<file path="src/rtl/can_mode_pkg.sv">
// Shared constants, types and register layout for the CAN mode controller
package can_mode_pkg;

    // ==========================================================
    // Register map
    localparam int          ADDR_W   = 4;
    localparam logic [3:0]  OFS_MCR  = 4'h0;
    localparam logic [3:0]  OFS_GSR  = 4'h4;
    localparam logic [3:0]  OFS_IFR  = 4'h8;
    localparam logic [3:0]  OFS_BTIM = 4'hc;

    // ==========================================================
    // Field positions
    localparam int MCR_SUSPEND_ACTION_SELECT_SEL  = 13;
    localparam int MCR_CFG_REQ   = 12;
    localparam int MCR_PD_REQ    = 11;
    localparam int MCR_WAKE_BUS  = 9;
    localparam int GSR_ERR_PASS  = 7;
    localparam int GSR_BUS_OFF   = 6;
    localparam int GSR_SUSPEND_ACTION_SELECT_ACK  = 5;
    localparam int GSR_CFG_EN    = 4;
    localparam int GSR_PD_ACK    = 3;
    localparam int IFR_WAKE_FLAG = 3;

    // ==========================================================
    // Reset values and writable masks
    localparam logic [31:0] MCR_RESET  = 32'h0000_1000;
    localparam logic [31:0] MCR_MASK   = 32'h0000_3a00;
    localparam logic [31:0] IFR_RESET  = 32'h0000_0000;
    localparam logic [31:0] BTIM_RESET = 32'h0000_0000;

    // ==========================================================
    // Timing counts
    localparam int REC_BITS   = 11;
    localparam int BO_SEQS    = 128;
    localparam int TQ_PER_BIT = 8;

    // ==========================================================
    // Bus answers
    localparam logic [1:0] RESP_OKAY   = 2'h0;
    localparam logic [1:0] RESP_SLVERR = 2'h2;

    // ==========================================================
    // Types
    typedef enum logic [7:0] {
        ST_CONFIG = 8'h01,
        ST_RESYNC = 8'h02,
        ST_ACTIVE = 8'h04,
        ST_PDWAIT = 8'h08,
        ST_PDOWN  = 8'h10,
        ST_WAKE   = 8'h20,
        ST_SWAIT  = 8'h40,
        ST_SUSPEND_ACTION_SELECT   = 8'h80
    } mode_e;

    typedef struct packed {
        logic txBusy;
        logic busOff;
        logic errPassive;
    } frame_status_s;

    typedef struct packed {
        logic busActive;
        logic freeze;
        logic wakeIrq;
        logic busOnReq;
    } mode_out_s;

endpackage : can_mode_pkg

</file>
<file path="src/rtl/can_mode_control.sv">
// CAN mode controller: configuration, power-down, wake-up and suspend
// ==========================================================
`timescale 1ns/1ns
module can_mode_control #(
    parameter int BTIM_W = 16
) (
    // Clock and reset
    input  wire logic                          core_clk,
    input  wire logic                          sys_rst,
    // AXI4-Lite write
    input  wire logic [can_mode_pkg::ADDR_W-1:0] awaddr,
    input  wire logic                          awvalid,
    output logic                               awready,
    input  wire logic [31:0]                   wdata,
    input  wire logic [3:0]                    wstrb,
    input  wire logic                          wvalid,
    output logic                               wready,
    output logic [1:0]                         bresp,
    output logic                               bvalid,
    input  wire logic                          bready,
    // AXI4-Lite read
    input  wire logic [can_mode_pkg::ADDR_W-1:0] araddr,
    input  wire logic                          arvalid,
    output logic                               arready,
    output logic [31:0]                        rdata,
    output logic [1:0]                         rresp,
    output logic                               rvalid,
    input  wire logic                          rready,
    // Bus pin and debug
    input  wire logic                          canRx,
    input  wire logic                          dbgSuspend,
    // Frame engine
    input  can_mode_pkg::frame_status_s        feStatus,
    output can_mode_pkg::mode_out_s            modeOut,
    output logic [BTIM_W-1:0]                  bitTiming
);

    // ==========================================================
    // Helpers
    function automatic logic [31:0] laneMask(input logic [3:0] s);
        laneMask = {{8{s[3]}}, {8{s[2]}}, {8{s[1]}}, {8{s[0]}}};
    endfunction : laneMask

    function automatic logic isMapped(input logic [can_mode_pkg::ADDR_W-1:0] a);
        isMapped = (a == can_mode_pkg::OFS_MCR) || (a == can_mode_pkg::OFS_GSR)
                || (a == can_mode_pkg::OFS_IFR) || (a == can_mode_pkg::OFS_BTIM);
    endfunction : isMapped

    localparam logic [3:0] REC_LAST = 4'(can_mode_pkg::REC_BITS - 1);
    localparam logic [6:0] SEQ_LAST = 7'(can_mode_pkg::BO_SEQS - 1);
    localparam logic [15:0] TQ_N    = 16'(can_mode_pkg::TQ_PER_BIT);

    // ==========================================================
    // Input synchronisers
    logic rxMeta;
    logic rxSync;
    logic suspMeta;
    logic suspSync;

    always_ff @(posedge core_clk) begin
        rxMeta   <= canRx;
        rxSync   <= rxMeta;
        suspMeta <= dbgSuspend;
        suspSync <= suspMeta;
    end

    // ==========================================================
    // Register storage
    logic [31:0]              mcrQ;
    logic [31:0]              mcrD;
    logic                     wakeFlagQ;
    logic                     wakeFlagD;
    logic [BTIM_W-1:0]        btimQ;
    logic [BTIM_W-1:0]        btimD;
    logic                     cfgEnQ;
    logic                     pdAckQ;
    logic                     suspAckQ;
    can_mode_pkg::mode_e      stateQ;
    can_mode_pkg::mode_e      stateD;

    wire cfgReq   = mcrQ[can_mode_pkg::MCR_CFG_REQ];
    wire pdReq    = mcrQ[can_mode_pkg::MCR_PD_REQ];
    wire wakeBus  = mcrQ[can_mode_pkg::MCR_WAKE_BUS];
    wire softSusp = mcrQ[can_mode_pkg::MCR_SUSPEND_ACTION_SELECT_SEL];
    wire rxDom    = ~rxSync;

    // ==========================================================
    // Bit-rate enable
    logic [15:0] divQ;
    wire  [15:0] divPeriod = 16'((16'(btimQ[7:0]) + 16'h0001) * TQ_N - 16'h0001);
    wire         bitTick   = (divQ == 16'h0000);

    always_ff @(posedge core_clk) begin
        if (sys_rst) begin
            divQ <= 16'h0000;
        end else begin
            divQ <= bitTick ? divPeriod : divQ - 16'h0001;
        end
    end

    // ==========================================================
    // Idle detection: consecutive recessive bits before joining
    logic [3:0] idleCntQ;
    wire idleWait = (stateQ == can_mode_pkg::ST_RESYNC) || (stateQ == can_mode_pkg::ST_WAKE);
    wire idleDone = idleWait && bitTick && rxSync && (idleCntQ == REC_LAST);

    always_ff @(posedge core_clk) begin
        if (sys_rst || !idleWait || idleDone) begin
            idleCntQ <= 4'h0;
        end else if (bitTick) begin
            idleCntQ <= rxSync ? idleCntQ + 4'h1 : 4'h0;
        end
    end

    // ==========================================================
    // Bus-off recovery, kept running through suspend
    logic [3:0] boBitQ;
    logic [6:0] boSeqQ;
    wire seqEnd = feStatus.busOff && bitTick && rxSync && (boBitQ == REC_LAST);
    wire boDone = seqEnd && (boSeqQ == SEQ_LAST);

    always_ff @(posedge core_clk) begin
        if (sys_rst || !feStatus.busOff || boDone) begin
            boBitQ <= 4'h0;
            boSeqQ <= 7'h00;
        end else if (seqEnd) begin
            boBitQ <= 4'h0;
            boSeqQ <= boSeqQ + 7'h01;
        end else if (bitTick) begin
            boBitQ <= rxSync ? boBitQ + 4'h1 : 4'h0;
        end
    end

    // ==========================================================
    // Mode sequencer
    wire softReq  = suspSync && softSusp;
    wire pdWake   = (stateQ == can_mode_pkg::ST_PDOWN) && rxDom;
    wire autoWake = pdWake && wakeBus;

    always_comb begin
        stateD = stateQ;
        case (stateQ)
            can_mode_pkg::ST_CONFIG: begin
                if (!cfgReq) stateD = can_mode_pkg::ST_RESYNC;
            end
            can_mode_pkg::ST_RESYNC: begin
                if (cfgReq) stateD = can_mode_pkg::ST_CONFIG;
                else if (idleDone) stateD = can_mode_pkg::ST_ACTIVE;
            end
            can_mode_pkg::ST_ACTIVE: begin
                if (cfgReq) begin
                    stateD = can_mode_pkg::ST_CONFIG;
                end else if (pdReq) begin
                    stateD = feStatus.txBusy ? can_mode_pkg::ST_PDWAIT
                                             : can_mode_pkg::ST_PDOWN;
                end else if (softReq) begin
                    if (feStatus.busOff || !feStatus.txBusy) begin
                        stateD = can_mode_pkg::ST_SUSPEND_ACTION_SELECT;
                    end else begin
                        stateD = can_mode_pkg::ST_SWAIT;
                    end
                end
            end
            can_mode_pkg::ST_PDWAIT: begin
                if (!pdReq) stateD = can_mode_pkg::ST_ACTIVE;
                else if (!feStatus.txBusy) stateD = can_mode_pkg::ST_PDOWN;
            end
            can_mode_pkg::ST_PDOWN: begin
                if (autoWake) stateD = can_mode_pkg::ST_WAKE;
                else if (!pdReq) stateD = can_mode_pkg::ST_WAKE;
            end
            can_mode_pkg::ST_WAKE: begin
                if (idleDone) stateD = can_mode_pkg::ST_ACTIVE;
            end
            can_mode_pkg::ST_SWAIT: begin
                if (!softReq) stateD = can_mode_pkg::ST_ACTIVE;
                else if (!feStatus.txBusy) stateD = can_mode_pkg::ST_SUSPEND_ACTION_SELECT;
            end
            can_mode_pkg::ST_SUSPEND_ACTION_SELECT: begin
                if (!softReq) stateD = can_mode_pkg::ST_RESYNC;
            end
            default: begin
                stateD = can_mode_pkg::ST_CONFIG;
            end
        endcase
    end

    // ==========================================================
    // AXI4-Lite slave: address and data may arrive in either order
    logic                            awReadyQ;
    logic                            wReadyQ;
    logic                            bValidQ;
    logic [1:0]                      bRespQ;
    logic [can_mode_pkg::ADDR_W-1:0] awAddrQ;
    logic [31:0]                     wDataQ;
    logic [3:0]                      wStrbQ;
    logic                            arReadyQ;
    logic                            rValidQ;
    logic [31:0]                     rDataQ;
    logic [1:0]                      rRespQ;

    wire wrFire = !awReadyQ && !wReadyQ && !bValidQ;
    wire [31:0] wMask = wDataQ & laneMask(wStrbQ);
    wire [31:0] keep  = ~laneMask(wStrbQ);
    wire mcrWr  = wrFire && (awAddrQ == can_mode_pkg::OFS_MCR);
    wire ifrWr  = wrFire && (awAddrQ == can_mode_pkg::OFS_IFR);
    wire btimWr = wrFire && (awAddrQ == can_mode_pkg::OFS_BTIM);

    always_ff @(posedge core_clk) begin
        if (sys_rst) begin
            awReadyQ <= 1'b1;
            wReadyQ  <= 1'b1;
            bValidQ  <= 1'b0;
            bRespQ   <= can_mode_pkg::RESP_OKAY;
            awAddrQ  <= '0;
            wDataQ   <= 32'h0000_0000;
            wStrbQ   <= 4'h0;
        end else begin
            if (awvalid && awReadyQ) begin
                awAddrQ  <= awaddr;
                awReadyQ <= 1'b0;
            end
            if (wvalid && wReadyQ) begin
                wDataQ  <= wdata;
                wStrbQ  <= wstrb;
                wReadyQ <= 1'b0;
            end
            if (wrFire) begin
                bValidQ <= 1'b1;
                bRespQ  <= isMapped(awAddrQ) ? can_mode_pkg::RESP_OKAY
                                             : can_mode_pkg::RESP_SLVERR;
            end
            if (bValidQ && bready) begin
                bValidQ  <= 1'b0;
                awReadyQ <= 1'b1;
                wReadyQ  <= 1'b1;
            end
        end
    end

    // Status word gathered from live state
    wire [31:0] gsrWord = (32'(cfgEnQ)             << can_mode_pkg::GSR_CFG_EN)
                        | (32'(pdAckQ)             << can_mode_pkg::GSR_PD_ACK)
                        | (32'(suspAckQ)           << can_mode_pkg::GSR_SUSPEND_ACTION_SELECT_ACK)
                        | (32'(feStatus.busOff)    << can_mode_pkg::GSR_BUS_OFF)
                        | (32'(feStatus.errPassive) << can_mode_pkg::GSR_ERR_PASS);
    wire [31:0] ifrWord = 32'(wakeFlagQ) << can_mode_pkg::IFR_WAKE_FLAG;

    wire [31:0] rdMux =
        (araddr == can_mode_pkg::OFS_MCR)  ? mcrQ :
        (araddr == can_mode_pkg::OFS_GSR)  ? gsrWord :
        (araddr == can_mode_pkg::OFS_IFR)  ? ifrWord :
        (araddr == can_mode_pkg::OFS_BTIM) ? 32'(btimQ) : 32'h0000_0000;

    always_ff @(posedge core_clk) begin
        if (sys_rst) begin
            arReadyQ <= 1'b1;
            rValidQ  <= 1'b0;
            rDataQ   <= 32'h0000_0000;
            rRespQ   <= can_mode_pkg::RESP_OKAY;
        end else if (arvalid && arReadyQ) begin
            arReadyQ <= 1'b0;
            rValidQ  <= 1'b1;
            rDataQ   <= rdMux;
            rRespQ   <= isMapped(araddr) ? can_mode_pkg::RESP_OKAY
                                         : can_mode_pkg::RESP_SLVERR;
        end else if (rValidQ && rready) begin
            rValidQ  <= 1'b0;
            arReadyQ <= 1'b1;
        end
    end

    // ==========================================================
    // Control register updates
    wire [31:0] mcrWrVal = ((mcrQ & keep) | wMask) & can_mode_pkg::MCR_MASK;

    always_comb begin
        mcrD = mcrWr ? mcrWrVal : mcrQ;
        // Hardware wake clear beats a racing software write
        if (autoWake) mcrD[can_mode_pkg::MCR_PD_REQ] = 1'b0;
    end

    // Set wins over a write-one-to-clear in the same cycle
    wire wakeClr = ifrWr && wMask[can_mode_pkg::IFR_WAKE_FLAG];
    assign wakeFlagD = pdWake || (wakeFlagQ && !wakeClr);

    // Timing only changes while configuration is confirmed
    assign btimD = (btimWr && cfgEnQ) ? BTIM_W'((32'(btimQ) & keep) | wMask) : btimQ;

    always_ff @(posedge core_clk) begin
        if (sys_rst) begin
            mcrQ      <= can_mode_pkg::MCR_RESET;
            wakeFlagQ <= can_mode_pkg::IFR_RESET[can_mode_pkg::IFR_WAKE_FLAG];
            btimQ     <= BTIM_W'(can_mode_pkg::BTIM_RESET);
            stateQ    <= can_mode_pkg::ST_CONFIG;
        end else begin
            mcrQ      <= mcrD;
            wakeFlagQ <= wakeFlagD;
            btimQ     <= btimD;
            stateQ    <= stateD;
        end
    end

    // ==========================================================
    // Status and outputs, all registered; all but wakeIrq and busOnReq from the next state
    // Freeze is an enable to the frame engine; the clock keeps running
    always_ff @(posedge core_clk) begin
        if (sys_rst) begin
            cfgEnQ   <= 1'b1;
            pdAckQ   <= 1'b0;
            suspAckQ <= 1'b0;
            modeOut  <= '0;
        end else begin
            cfgEnQ            <= (stateD == can_mode_pkg::ST_CONFIG);
            pdAckQ            <= (stateD == can_mode_pkg::ST_PDOWN);
            suspAckQ          <= (stateD == can_mode_pkg::ST_SUSPEND_ACTION_SELECT);
            modeOut.busActive <= (stateD == can_mode_pkg::ST_ACTIVE)
                              || (stateD == can_mode_pkg::ST_PDWAIT)
                              || (stateD == can_mode_pkg::ST_SWAIT);
            modeOut.freeze    <= (stateD == can_mode_pkg::ST_SUSPEND_ACTION_SELECT);
            modeOut.wakeIrq   <= wakeFlagD && wakeBus;
            modeOut.busOnReq  <= boDone;
        end
    end

    assign awready   = awReadyQ;
    assign wready    = wReadyQ;
    assign bvalid    = bValidQ;
    assign bresp     = bRespQ;
    assign arready   = arReadyQ;
    assign rvalid    = rValidQ;
    assign rdata     = rDataQ;
    assign rresp     = rRespQ;
    assign bitTiming = btimQ;

endmodule : can_mode_control

</file>
<file path="config.mk">
export PLATFORM = sky130hd
export DESIGN_NAME = can_mode_control
export DESIGN_NICKNAME = d
export VERILOG_FILES = /design/src/rtl/can_mode_pkg.sv /design/src/rtl/can_mode_control.sv
export SDC_FILE = /design/constraint.sdc
export NUM_CORES = 1
export LEC_CHECK = 0
export BUFFER_PORTS_ARGS = -buffer_cell sky130_fd_sc_hd__buf_2
export CAP_MARGIN = 20
export CELL_PAD_IN_SITES_DETAIL_PLACEMENT = 1
export CELL_PAD_IN_SITES_GLOBAL_PLACEMENT = 2
export CORE_MARGIN = 2
export CORE_UTILIZATION = 30
export CTS_CLUSTER_DIAMETER = 30
export DETAILED_ROUTE_END_ITERATION = 12
export PLACE_DENSITY_LB_ADDON = 0.1
export REMOVE_ABC_BUFFERS = 1
export SLEW_MARGIN = 25
export SYNTH_ARGS = -nofsm -noshare
export SYNTH_HDL_FRONTEND = slang
export SYNTH_SLANG_ARGS = --single-unit
export TNS_END_PERCENT = 20
</file>
<file path="constraint.sdc">
create_clock -name core_clk -period 2.47 [get_ports core_clk]
set_input_delay 0.3705 -clock core_clk [delete_from_list [all_inputs] [get_ports core_clk]]
set_output_delay 0.3705 -clock core_clk [all_outputs]
set_load 0.005 [all_outputs]
</file>
Word-level counts from Yosys, hierarchy flattened:

Index checks and enable logic that the tools add are counted.

* register bits: 133
* bits of input ports: 56

* bitwise operators: 11
* equality and inequality tests: 23
* add/sub/neg operators: 6
* mux-type cells: 29
* reductions and logical operators: 53

Operator list (number)
* 8-bit two-way mux: 14
* 16-bit two-way mux: 5
* 8-bit case mux with 8 select lines: 1
* 16-bit AND: 2
* 4-bit == test (second input constant): 6
* 1-bit logical AND: 24
* 8-bit by 1-bit == test with 1-bit output (second input constant): 2
* 8-bit by 3-bit == test with 1-bit output (second input constant): 2
* 8-bit by 4-bit == test with 1-bit output (second input constant): 2
* 8-bit by 5-bit == test with 1-bit output (second input constant): 2
* 8-bit by 7-bit == test with 1-bit output (second input constant): 2
* 8-bit == test (second input constant): 2
* 16-bit zero test: 1
* 16-bit NOT: 1
* 16-bit bitwise OR: 1
* 16-bit by 1-bit subtractor with 16-bit output (second input constant): 1
* 1-bit logical OR: 15
* 14-bit AND: 1
* 14-bit bitwise OR: 1
* 12-bit by 1-bit subtractor with 13-bit output (second input constant): 1
* 8-bit by 1-bit adder with 9-bit output (second input constant): 1
* 4-bit by 1-bit adder with 4-bit output (second input constant): 2
* 4-bit by 3-bit == test with 1-bit output (second input constant): 2
* 8-bit by 2-bit == test with 1-bit output (second input constant): 1
* other kinds (16): 30

Depth between registers and ports, before layout:

Gate-level depths: netlist of run 1.

* depth in word-level cells: 11
* depth in mapped cells: 8
* depth with buffers taken out: 7

Worst setup path after synthesis of run 1:

OpenSTA, ideal clock, no wires.

* path type: reg2reg
* start point: register divQ[4]
* end point: register boSeqQ[0]
* required time: 2352 ps
* buffers on the path: 2
* clock period less this slack: 2043 ps
* cell stages (with the launch flop): 8
* setup time: 118 ps
* slack: 427 ps
* arrival: 1925 ps
* cell sequence: dfxtp_1 > or3_1 > buf_2 > or3_4 > buf_6 > nor4_4 > a21o_1 > nor2_1

* cells in the longest elaborated chain, start to end: 6

RTL lines
* start, declared: line can_mode_control.sv:89 `logic [15:0] divQ;`
* start signal, assigned: line can_mode_control.sv:97 `divQ <= bitTick ? divPeriod : divQ - 16'h0001;`
* 16-bit zero test *: line can_mode_control.sv:91 `wire bitTick = (divQ == 16'h0000);`
* 1-bit logical AND * (3 in series): line can_mode_control.sv:119 `wire seqEnd = feStatus.busOff && bitTick && rxSync && (boBitQ == REC_LAST);`
* 1-bit logical AND: line can_mode_control.sv:120 `wire boDone = seqEnd && (boSeqQ == SEQ_LAST);`
* 1-bit logical OR: line can_mode_control.sv:123 `if (sys_rst || !feStatus.busOff || boDone) begin`
* end signal, assigned: line can_mode_control.sv:128 `boSeqQ <= boSeqQ + 7'h01;`
* end, declared: line can_mode_control.sv:118 `logic [6:0] boSeqQ;`

Mark *: on every way between the ends. The rest lies on a longest branch, timed or not.
A chain may end at the register's enable or synchronous reset.

Worst setup path in the final report of run 1:

* start point: register divQ[11]
* end point: register boSeqQ[2]

Same word-level chain as after synthesis.

==> results of run 1 <==
==> power by group through the flow <==
stage               sequential, mW  clock, mW  combinational, mW
finish                        2.09       2.67               1.02
global route                  2.11       2.84               1.15
CTS                           2.09       2.75               1.03
detailed placement            2.13          0               1.03
global placement              2.12          0               1.01
floorplan                     2.10          0              0.673
==> kinds of logic after synthesis <==
family	count (synthesis)
other	1
xor gates and xnor gates	28
and+or+nand+nor	265
buffers and inverters	65
muxes	24
DFF	115
adders and majority gates	7
AOI/OAI and AO/OA	129
==> final timing paths <==
path / startpoint / endpoint / slack (ns) / depth (start not counted)
worst max-delay path: divQ[11]$_SDFF_PP0_ / boSeqQ[2]$_SDFFE_PP0P_ / 0.21 / 5
worst min-delay path: dbgSuspend / suspMeta$_DFF_P_ / 0.05 / 1
worst max register to register: divQ[11]$_SDFF_PP0_ / boSeqQ[2]$_SDFFE_PP0P_ / 0.21 / 5
worst min register to register: suspMeta$_DFF_P_ / suspSync$_DFF_P_ / 0.33 / 0
==> layout make-up <==
type                    instances  area [µm²]
diodes                          1       2.502
clock buffers                  18       439.2
clock inverters                14       201.4
fillers                      2064       10730
inverters                      13       48.80
multi-input cells             471        2785
flip-flops and latches        115        2302
well taps                     225       281.5
repair buffers                100       563.0
==> routing by layer <==
metal	track usage [%]	share of wire (%)	up-vias
met5	0	0.083	-
met4	5.441	1.2	2
met3	6.549	6.2	14
met2	28.55	47	100
met1	21.61	46	2317
li1	-	-	2377
==> worst max-delay path: stages, from the launching register on <==
cell,delay [ns]
dfxtp_1,0.34
or3_1,0.46
or4_1,0.72
nor4_4,0.26
a21o_1,0.29
nor2_1,0.08
==> layout by cell type (no fill, tap or decap), types with 18 or more instances in the layout <==
| cell | instances |
|---|---|
| a21oi_1 | 51 |
| buf_2 | 80 |
| buf_4 | 19 |
| conb_1 | 18 |
| dfxtp_1 | 115 |
| mux2i_1 | 23 |
| nand2_1 | 81 |
| nand3_1 | 22 |
| nor2_1 | 72 |
| nor3_1 | 21 |
| xnor2_1 | 21 |
==> metrics by stage <==
stage                     setup WS, ns  hold WS (ns)  instance area (µm²)  utilization [%]  power, mW
after detailed placement        0.2056        0.3138                 5981            34.46      3.152
after global routing           0.07318       0.03468                 6621            38.15      6.103
final                           0.2095       0.05362                 6624            38.16      5.776
after global placement          0.2503        0.3099                 5981            34.46      3.126
after floorplan                0.06759        0.3096                 5136                -      2.769
after CTS                       0.1906       0.03188                 6621            38.15      5.866
==> results.json, run 1 <==
{
  "synth_mux_area_share_pct": 4.506,
  "post-dp-hpwl_mm": 11.26,
  "worst-setup-path-type": "register to register",
  "synth_edf_count": 0,
  "die_area_um2": 18950,
  "holdCritPathClass": "input pin to register",
  "drc": 0,
  "rows": 48,
  "antenna_found_initial": 2,
  "synth_fa_ha_area_share_pct": 1.634,
  "finalHoldViolCount": 0,
  "grt_pass1_wl_mm": 25.45,
  "numCtsBuffers": 17,
  "firstDrtPassIters": 4,
  "status": "finished clean",
  "internal_power_mw": 4.130,
  "instances_no_fill": 957,
  "synth_area_um2": 5359,
  "cts_root_buf": "clkbuf_16",
  "ioPinCount": 117,
  "max_freq_mhz": 442.4,
  "yosys_warnings": 0,
  "chipHeight_um": 137.7,
  "cts_resized": 0,
  "dr.first_iter.drc_count": 209,
  "ir_worst_vdd_mv": 0.4987,
  "wl_per_cell_um": 16.34,
  "clkSlewWorstSetupHoldPaths_ns": 0.06,
  "start_util_pct": 30.88,
  "die_width_um": 137.7,
  "grt_max_degree": 90,
  "cts_tree": "yes",
  "drt_wl_total_mm": 15.63,
  "synth.avg_cell_area_um2": 8.453,
  "fin_worst_skew_ns": 0.008478,
  "yosysTopAreaCell": "dfxtp_1",
  "synth_top_family_by_area": "simple AND/OR/NAND/NOR gates",
  "clock_latency_ns": 0.42,
  "portBuffers": 80,
  "period_minus_slack_ns": 2.260,
  "ys_seq_area_share_pct": 42.96,
  "synth_area_leaders": "dfxtp_1 (43%), nand2_1 (5.7%), nor2_1 (5.0%)",
  "tns_ns": 0,
  "drv_cap": 0,
  "pwr-share-comb_pct": 17.6,
  "drive_above_1_share_pct": 19.70,
  "synthFlopType": "dfxtp_1",
  "post-route-period-util_pct": 91.52,
  "nNetsFinal": 781,
  "grt_usage_pct": 17.59,
  "cts_buffer_depth": 2,
  "syn_to_final_growth_pct": 23.60,
  "yosysMostFrequentCell": "dfxtp_1",
  "core_area_um2": 17360,
  "async_flop_share_pct": 0,
  "cts_sinks": 115,
  "dp_cells": 924,
  "required_ns": 2.77,
  "grt_pass1_vias": 4877,
  "synthXorXnorAreaFrac_pct": 4.576,
  "vias": 4810,
  "cp_max_fo": 7,
  "vias_per_cell": 5.026,
  "switching_share_pct": 28.51,
  "synth_simple_gate_area_share_pct": 24.47,
  "slew_violations": 0,
  "critical_path_arrival_ns": 2.56,
  "p_clk_share_pct": 46.3,
  "cts_post_setup_buffers_inserted": 0,
  "setup_viol": 0,
  "worst-slew-pin-transition_ns": 0.7880,
  "ys_top_cells_by_count": "dfxtp_1 (115), nand2_1 (81), nor2_1 (72), a21oi_1 (51), mux2i_1 (23)",
  "sequentialPowerShare_pct": 36.2,
  "drtAntennaViolNets": 0,
  "ys_ff_latch": 115,
  "slew_headroom_pct": 47.07,
  "rsz0062_at_grt": "no",
  "critPathLaunchType": "register",
  "synth_top_area_share_pct": 42.96,
  "cp-end-kind": "register",
  "holdBufCountCts": 0,
  "cts-htree-levels": 4,
  "power_density_nw_per_um2": 872.0,
  "gp_congestion": 0.7981,
  "p_leak_nw": 2.784,
  "p_switching_mw": 1.647,
  "syn_inst": 634,
  "synth-compound-area-share_pct": 15.53,
  "grt_overflow": 0,
  "ys_types": 59
}
(Power assumes the default switching activity.)
==> run 2, diff against run 1 <==
--- a/config.mk
+++ b/config.mk
@@ -19,4 +19,3 @@
 export SYNTH_ARGS = -nofsm -noshare
 export SYNTH_HDL_FRONTEND = slang
 export SYNTH_SLANG_ARGS = --single-unit
-export TNS_END_PERCENT = 20
==> constraint.sdc (replaced) <==
create_clock -name core_clk -period 2.6 [get_ports core_clk]
set_input_delay 0.39 -clock core_clk [delete_from_list [all_inputs] [get_ports core_clk]]
set_output_delay 0.39 -clock core_clk [all_outputs]
set_load 0.005 [all_outputs]
==> results.json, run 2 (synthesized netlist as in run 1, its figures left out) <==
{
  "fin_worst_skew_ns": 0.008223,
  "grt_usage_pct": 17.27,
  "chipHeight_um": 137.7,
  "power_density_nw_per_um2": 796.8,
  "wl_met2_mm": 7.279,
  "cp_max_fo": 7,
  "vias_per_cell": 5.039,
  "finalHoldViolCount": 0,
  "setup_viol": 0,
  "clkSlewWorstSetupHoldPaths_ns": 0.06,
  "rows": 48,
  "core_area_um2": 17360,
  "ff_latch_area_um2": 2302,
  "holdBufCountCts": 0,
  "post-dp-hpwl_mm": 11.50,
  "drt_wl_total_mm": 15.51,
  "syn_to_final_growth_pct": 21.41,
  "max_freq_mhz": 439.2,
  "dr.first_iter.drc_count": 180,
  "start_util_pct": 30.88,
  "numCtsBuffers": 17,
  "final_common_cell": "dfxtp_1",
  "slowest_delay_ns": 0.73,
  "ir_worst_vdd_mv": 0.4733,
  "final_util_pct": 37.49,
  "portBuffers": 80,
  "multi_input_area_um2": 2785,
  "worst-slew-pin-transition_ns": 0.7676,
  "vias": 4787,
  "critPathLaunchType": "register",
  "post-route-period-util_pct": 87.58,
  "ioPinCount": 117,
  "drive_above_1_share_pct": 18.90,
  "gp_congestion": 0.7883,
  "cts_buffer_depth": 2,
  "cts_post_setup_buffers_inserted": 0,
  "holdCritPathClass": "input pin to register",
  "antenna_found_initial": 2,
  "path_cells": "or3_1 > or4_1 > nor4_4 > a21o_1 > a21oi_1",
  "worst-setup-path-type": "register to register",
  "cts_sinks": 115,
  "required_ns": 2.89,
  "finalPower_mw": 5.184,
  "slew_headroom_pct": 48.18,
  "drt-met1-wl_mm": 7.165,
  "dr_wl_met3_um": 912,
  "slowest_stage": "or4_1",
  "p_leak_nw": 2.723,
  "wl_per_cell_um": 16.33,
  "fillers": 2073,
  "grt_max_degree": 34,
  "nNetsFinal": 776,
  "cts-htree-levels": 4,
  "rsz0062_at_grt": "no",
  "clock_latency_ns": 0.41,
  "routed.top_layer": "met5",
  "grt_pass1_wl_mm": 25.30,
  "firstDrtPassIters": 4,
  "status": "finished clean",
  "tns_ns": 0,
  "grt_pass1_vias": 4992,
  "cts_tree": "yes",
  "drv_cap": 0,
  "period_minus_slack_ns": 2.277,
  "grt_overflow": 0,
  "final_cell_mix": "dfxtp_1 (115), nand2_1 (81), buf_2 (80)",
  "cts_resized": 0,
  "slew_violations": 0,
  "cp-end-kind": "register",
  "critical_path_arrival_ns": 2.57,
  "drc": 0,
  "cts_root_buf": "clkbuf_16",
  "drtAntennaViolNets": 0,
  "die_area_um2": 18950,
  "die_width_um": 137.7,
  "num_antenna_cells": 0
}
-- run 2: cell count changes in the layout (fill, tap and decap cells not counted), sizes merged --
| cell | change |
|---|---|
| buf | -5 |
| bufinv | -2 |
| clkbuf | +1 |
| clkinvlp | +1 |
| diode | -1 |
| inv | -1 |
-- run 2: cell type report --
type | instances | share of cell area, %
Tap cell | 225 | 4.327
Clock buffer | 19 | 6.808
Inverter | 13 | 0.7500
Timing Repair Buffer | 95 | 7.885
Clock inverter | 12 | 2.038
Sequential cell | 115 | 35.38
Multi-Input combinational cell | 471 | 42.81
-- run 2: layer usage --
layer / vias to the layer above / track usage (%)
met5: - / 0
met4: 2 / 4.639
met3: 13 / 6.107
met2: 105 / 28.80
met1: 2303 / 21.07
li1: 2364 / -
-- run 2: worst paths after layout --
path / start / endpoint / slack (ns) / depth (start not counted)
hold reg to reg: suspMeta$_DFF_P_ / suspSync$_DFF_P_ / 0.32 / 0
hold / removal: dbgSuspend / suspMeta$_DFF_P_ / 0.07 / 1
setup reg to reg: divQ[11]$_SDFF_PP0_ / boSeqQ[1]$_SDFFE_PP0P_ / 0.32 / 5
setup / recovery: divQ[11]$_SDFF_PP0_ / boSeqQ[1]$_SDFFE_PP0P_ / 0.32 / 5
-- run 2: critical path, delay by kind of cell (launching register included) --
family	cells	cell delay [ns]
AOI/OAI and AO/OA	2	0.36
and+or+nand+nor	3	1.46
DFF	1	0.34
-- run 2: through the flow --
stage | setup WS (ns) | area [µm²] | hold slack [ns] | cells
2_1_floorplan | 0.1976 | 5136 | 0.3096 | 599
3_3_place_gp | 0.3262 | 5931 | 0.3099 | 919
3_5_place_dp | 0.3241 | 5931 | 0.3132 | 919
4_1_cts | 0.3093 | 6506 | 0.05412 | 950
5_1_grt | 0.1132 | 6506 | 0.06368 | 950
6_report | 0.3230 | 6506 | 0.07154 | 950
-- run 2: report_power, final --
| part | total, mW | internal, mW | switching, mW |
|---|---|---|---|
| Combinational | 0.925 | 0.363 | 0.562 |
| Clock | 2.28 | 1.43 | 0.846 |
| Sequential | 1.98 | 1.88 | 0.102 |
==> run 3, diff against run 2 <==
--- a/config.mk
+++ b/config.mk
@@ -9,12 +9,12 @@
 export CAP_MARGIN = 20
 export CELL_PAD_IN_SITES_DETAIL_PLACEMENT = 1
 export CELL_PAD_IN_SITES_GLOBAL_PLACEMENT = 2
-export CORE_MARGIN = 2
 export CORE_UTILIZATION = 30
 export CTS_CLUSTER_DIAMETER = 30
 export DETAILED_ROUTE_END_ITERATION = 12
 export PLACE_DENSITY_LB_ADDON = 0.1
 export REMOVE_ABC_BUFFERS = 1
+export SETUP_SLACK_MARGIN = 0.4
 export SLEW_MARGIN = 25
 export SYNTH_ARGS = -nofsm -noshare
 export SYNTH_HDL_FRONTEND = slang
==> results.json, run 3 (synthesized netlist as in run 1, its figures left out) <==
{
  "status": "finished clean",
  "clock_latency_ns": 0.42,
  "grt_pass1_wl_mm": 25.45,
  "nNetsFinal": 778,
  "tns_ns": 0,
  "die_width_um": 135.7,
  "num_antenna_cells": 0,
  "grt_pass1_vias": 4975,
  "die_area_um2": 18400,
  "gp_congestion": 0.8159,
  "instances_no_fill": 952,
  "cp_max_fo": 11,
  "holdWs_ns": 0.07373,
  "rows": 48,
  "portBuffers": 80,
  "grt_usage_pct": 17.80,
  "clkSlewWorstSetupHoldPaths_ns": 0.06,
  "grt_overflow": 0,
  "antenna_found_initial": 0,
  "rsz0062_at_grt": "yes",
  "numCtsBuffers": 17,
  "dr.first_iter.drc_count": 259,
  "holdCritPathClass": "input pin to register",
  "firstDrtPassIters": 4,
  "drt_wl_total_mm": 15.26,
  "final_util_pct": 37.99,
  "drtAntennaViolNets": 0,
  "worst-path-buf-inv": 0,
  "setup_ws_ns": 0.4847,
  "core_area_um2": 17360,
  "slowest_delay_ns": 0.56,
  "cts_buffer_depth": 2,
  "rrSetupSlack_ns": 0.48,
  "power_density_nw_per_um2": 807.5,
  "setup_viol": 0,
  "post-route-period-util_pct": 81.36,
  "p_leak_nw": 2.733,
  "slew_violations": 0,
  "finalHoldViolCount": 0,
  "max_freq_mhz": 472.7,
  "slew_headroom_pct": 50.78,
  "ir_worst_vdd_mv": 0.4952,
  "worst-slew-pin-transition_ns": 0.7290,
  "holdBufCountCts": 0,
  "vias_per_cell": 4.998,
  "drc": 0,
  "vias": 4758,
  "syn_to_final_growth_pct": 23.04,
  "drive_above_1_share_pct": 20.22,
  "final_cell_mix": "dfxtp_1 (115), nand2_1 (80), buf_2 (80)",
  "drv_cap": 0,
  "post-dp-hpwl_mm": 11.11,
  "path_cells": "or4_4 > or3_4 > nor3_2 > o211a_1 > a311oi_1",
  "slowest_stage": "or4_4",
  "fin_worst_skew_ns": 0.01203,
  "final_common_cell": "dfxtp_1",
  "wl_per_cell_um": 16.03,
  "cts-htree-levels": 4,
  "dp_cells": 919,
  "chipHeight_um": 135.7,
  "finalPower_mw": 5.324,
  "place_ws_ns": 0.3345,
  "design_area_um2": 6594,
  "ioPinCount": 117,
  "placed_area_um2": 5943,
  "cp-end-kind": "register",
  "critPathLaunchType": "register",
  "cts_root_buf": "clkbuf_16",
  "period_minus_slack_ns": 2.115,
  "grt_max_degree": 69,
  "start_util_pct": 30.88,
  "cp_top_family": "simple AND/OR/NAND/NOR gates",
  "cts_sinks": 115,
  "worst-setup-path-type": "register to register",
  "critical_path_arrival_ns": 2.39,
  "cts_tree": "yes",
  "required_ns": 2.87
}
-- run 3: final cells by class --
type	count	area, µm²
well taps	225	281.5
fillers	2049	10760
flip-flops and latches	115	2302
inverters	13	48.80
clock buffers	18	429.2
repair buffers	97	540.5
clock inverters	13	162.7
multi-input cells	471	2829
-- run 3: repair_timing --
| item | 4_1_cts | 5_1_grt |
|---|---|---|
| endpoints found under the hold margin | 0 | 0 |
| setup buffers | 0 | 2 |
| endpoints found under the setup margin | 16 | 16 |
| gates cloned | 0 | 0 |
| pin swaps | 1 | 3 |
| resized for setup | 3 | 7 |
-- run 3: layer usage --
layer | wire, µm | vias to the layer above | track usage (%) | part of all wire (%)
met4 | 182 | 0 | 5.181 | 1.2
met2 | 7057 | 98 | 28.57 | 46
li1 | - | 2368 | - | -
met1 | 7215 | 2278 | 22.40 | 47
met5 | 0 | - | 0 | 0
met3 | 804 | 14 | 6.061 | 5.3
-- run 3: path summary, 6_finish.rpt --
check / start / end / cells past startpoint
hold / removal: dbgSuspend / suspMeta$_DFF_P_ / 1
setup / recovery: divQ[8]$_SDFF_PP0_ / stateQ[7]$_SDFF_PP0_ / 5
hold reg to reg: suspMeta$_DFF_P_ / suspSync$_DFF_P_ / 0
setup reg to reg: divQ[8]$_SDFF_PP0_ / stateQ[7]$_SDFF_PP0_ / 5
-- run 3: power breakdown --
group | switching [mW] | internal [mW] | total (mW)
sequential | 0.104 | 1.88 | 1.98
combinational | 0.593 | 0.402 | 0.995
clock | 0.849 | 1.50 | 2.35
total | 1.55 | 3.78 | 5.32
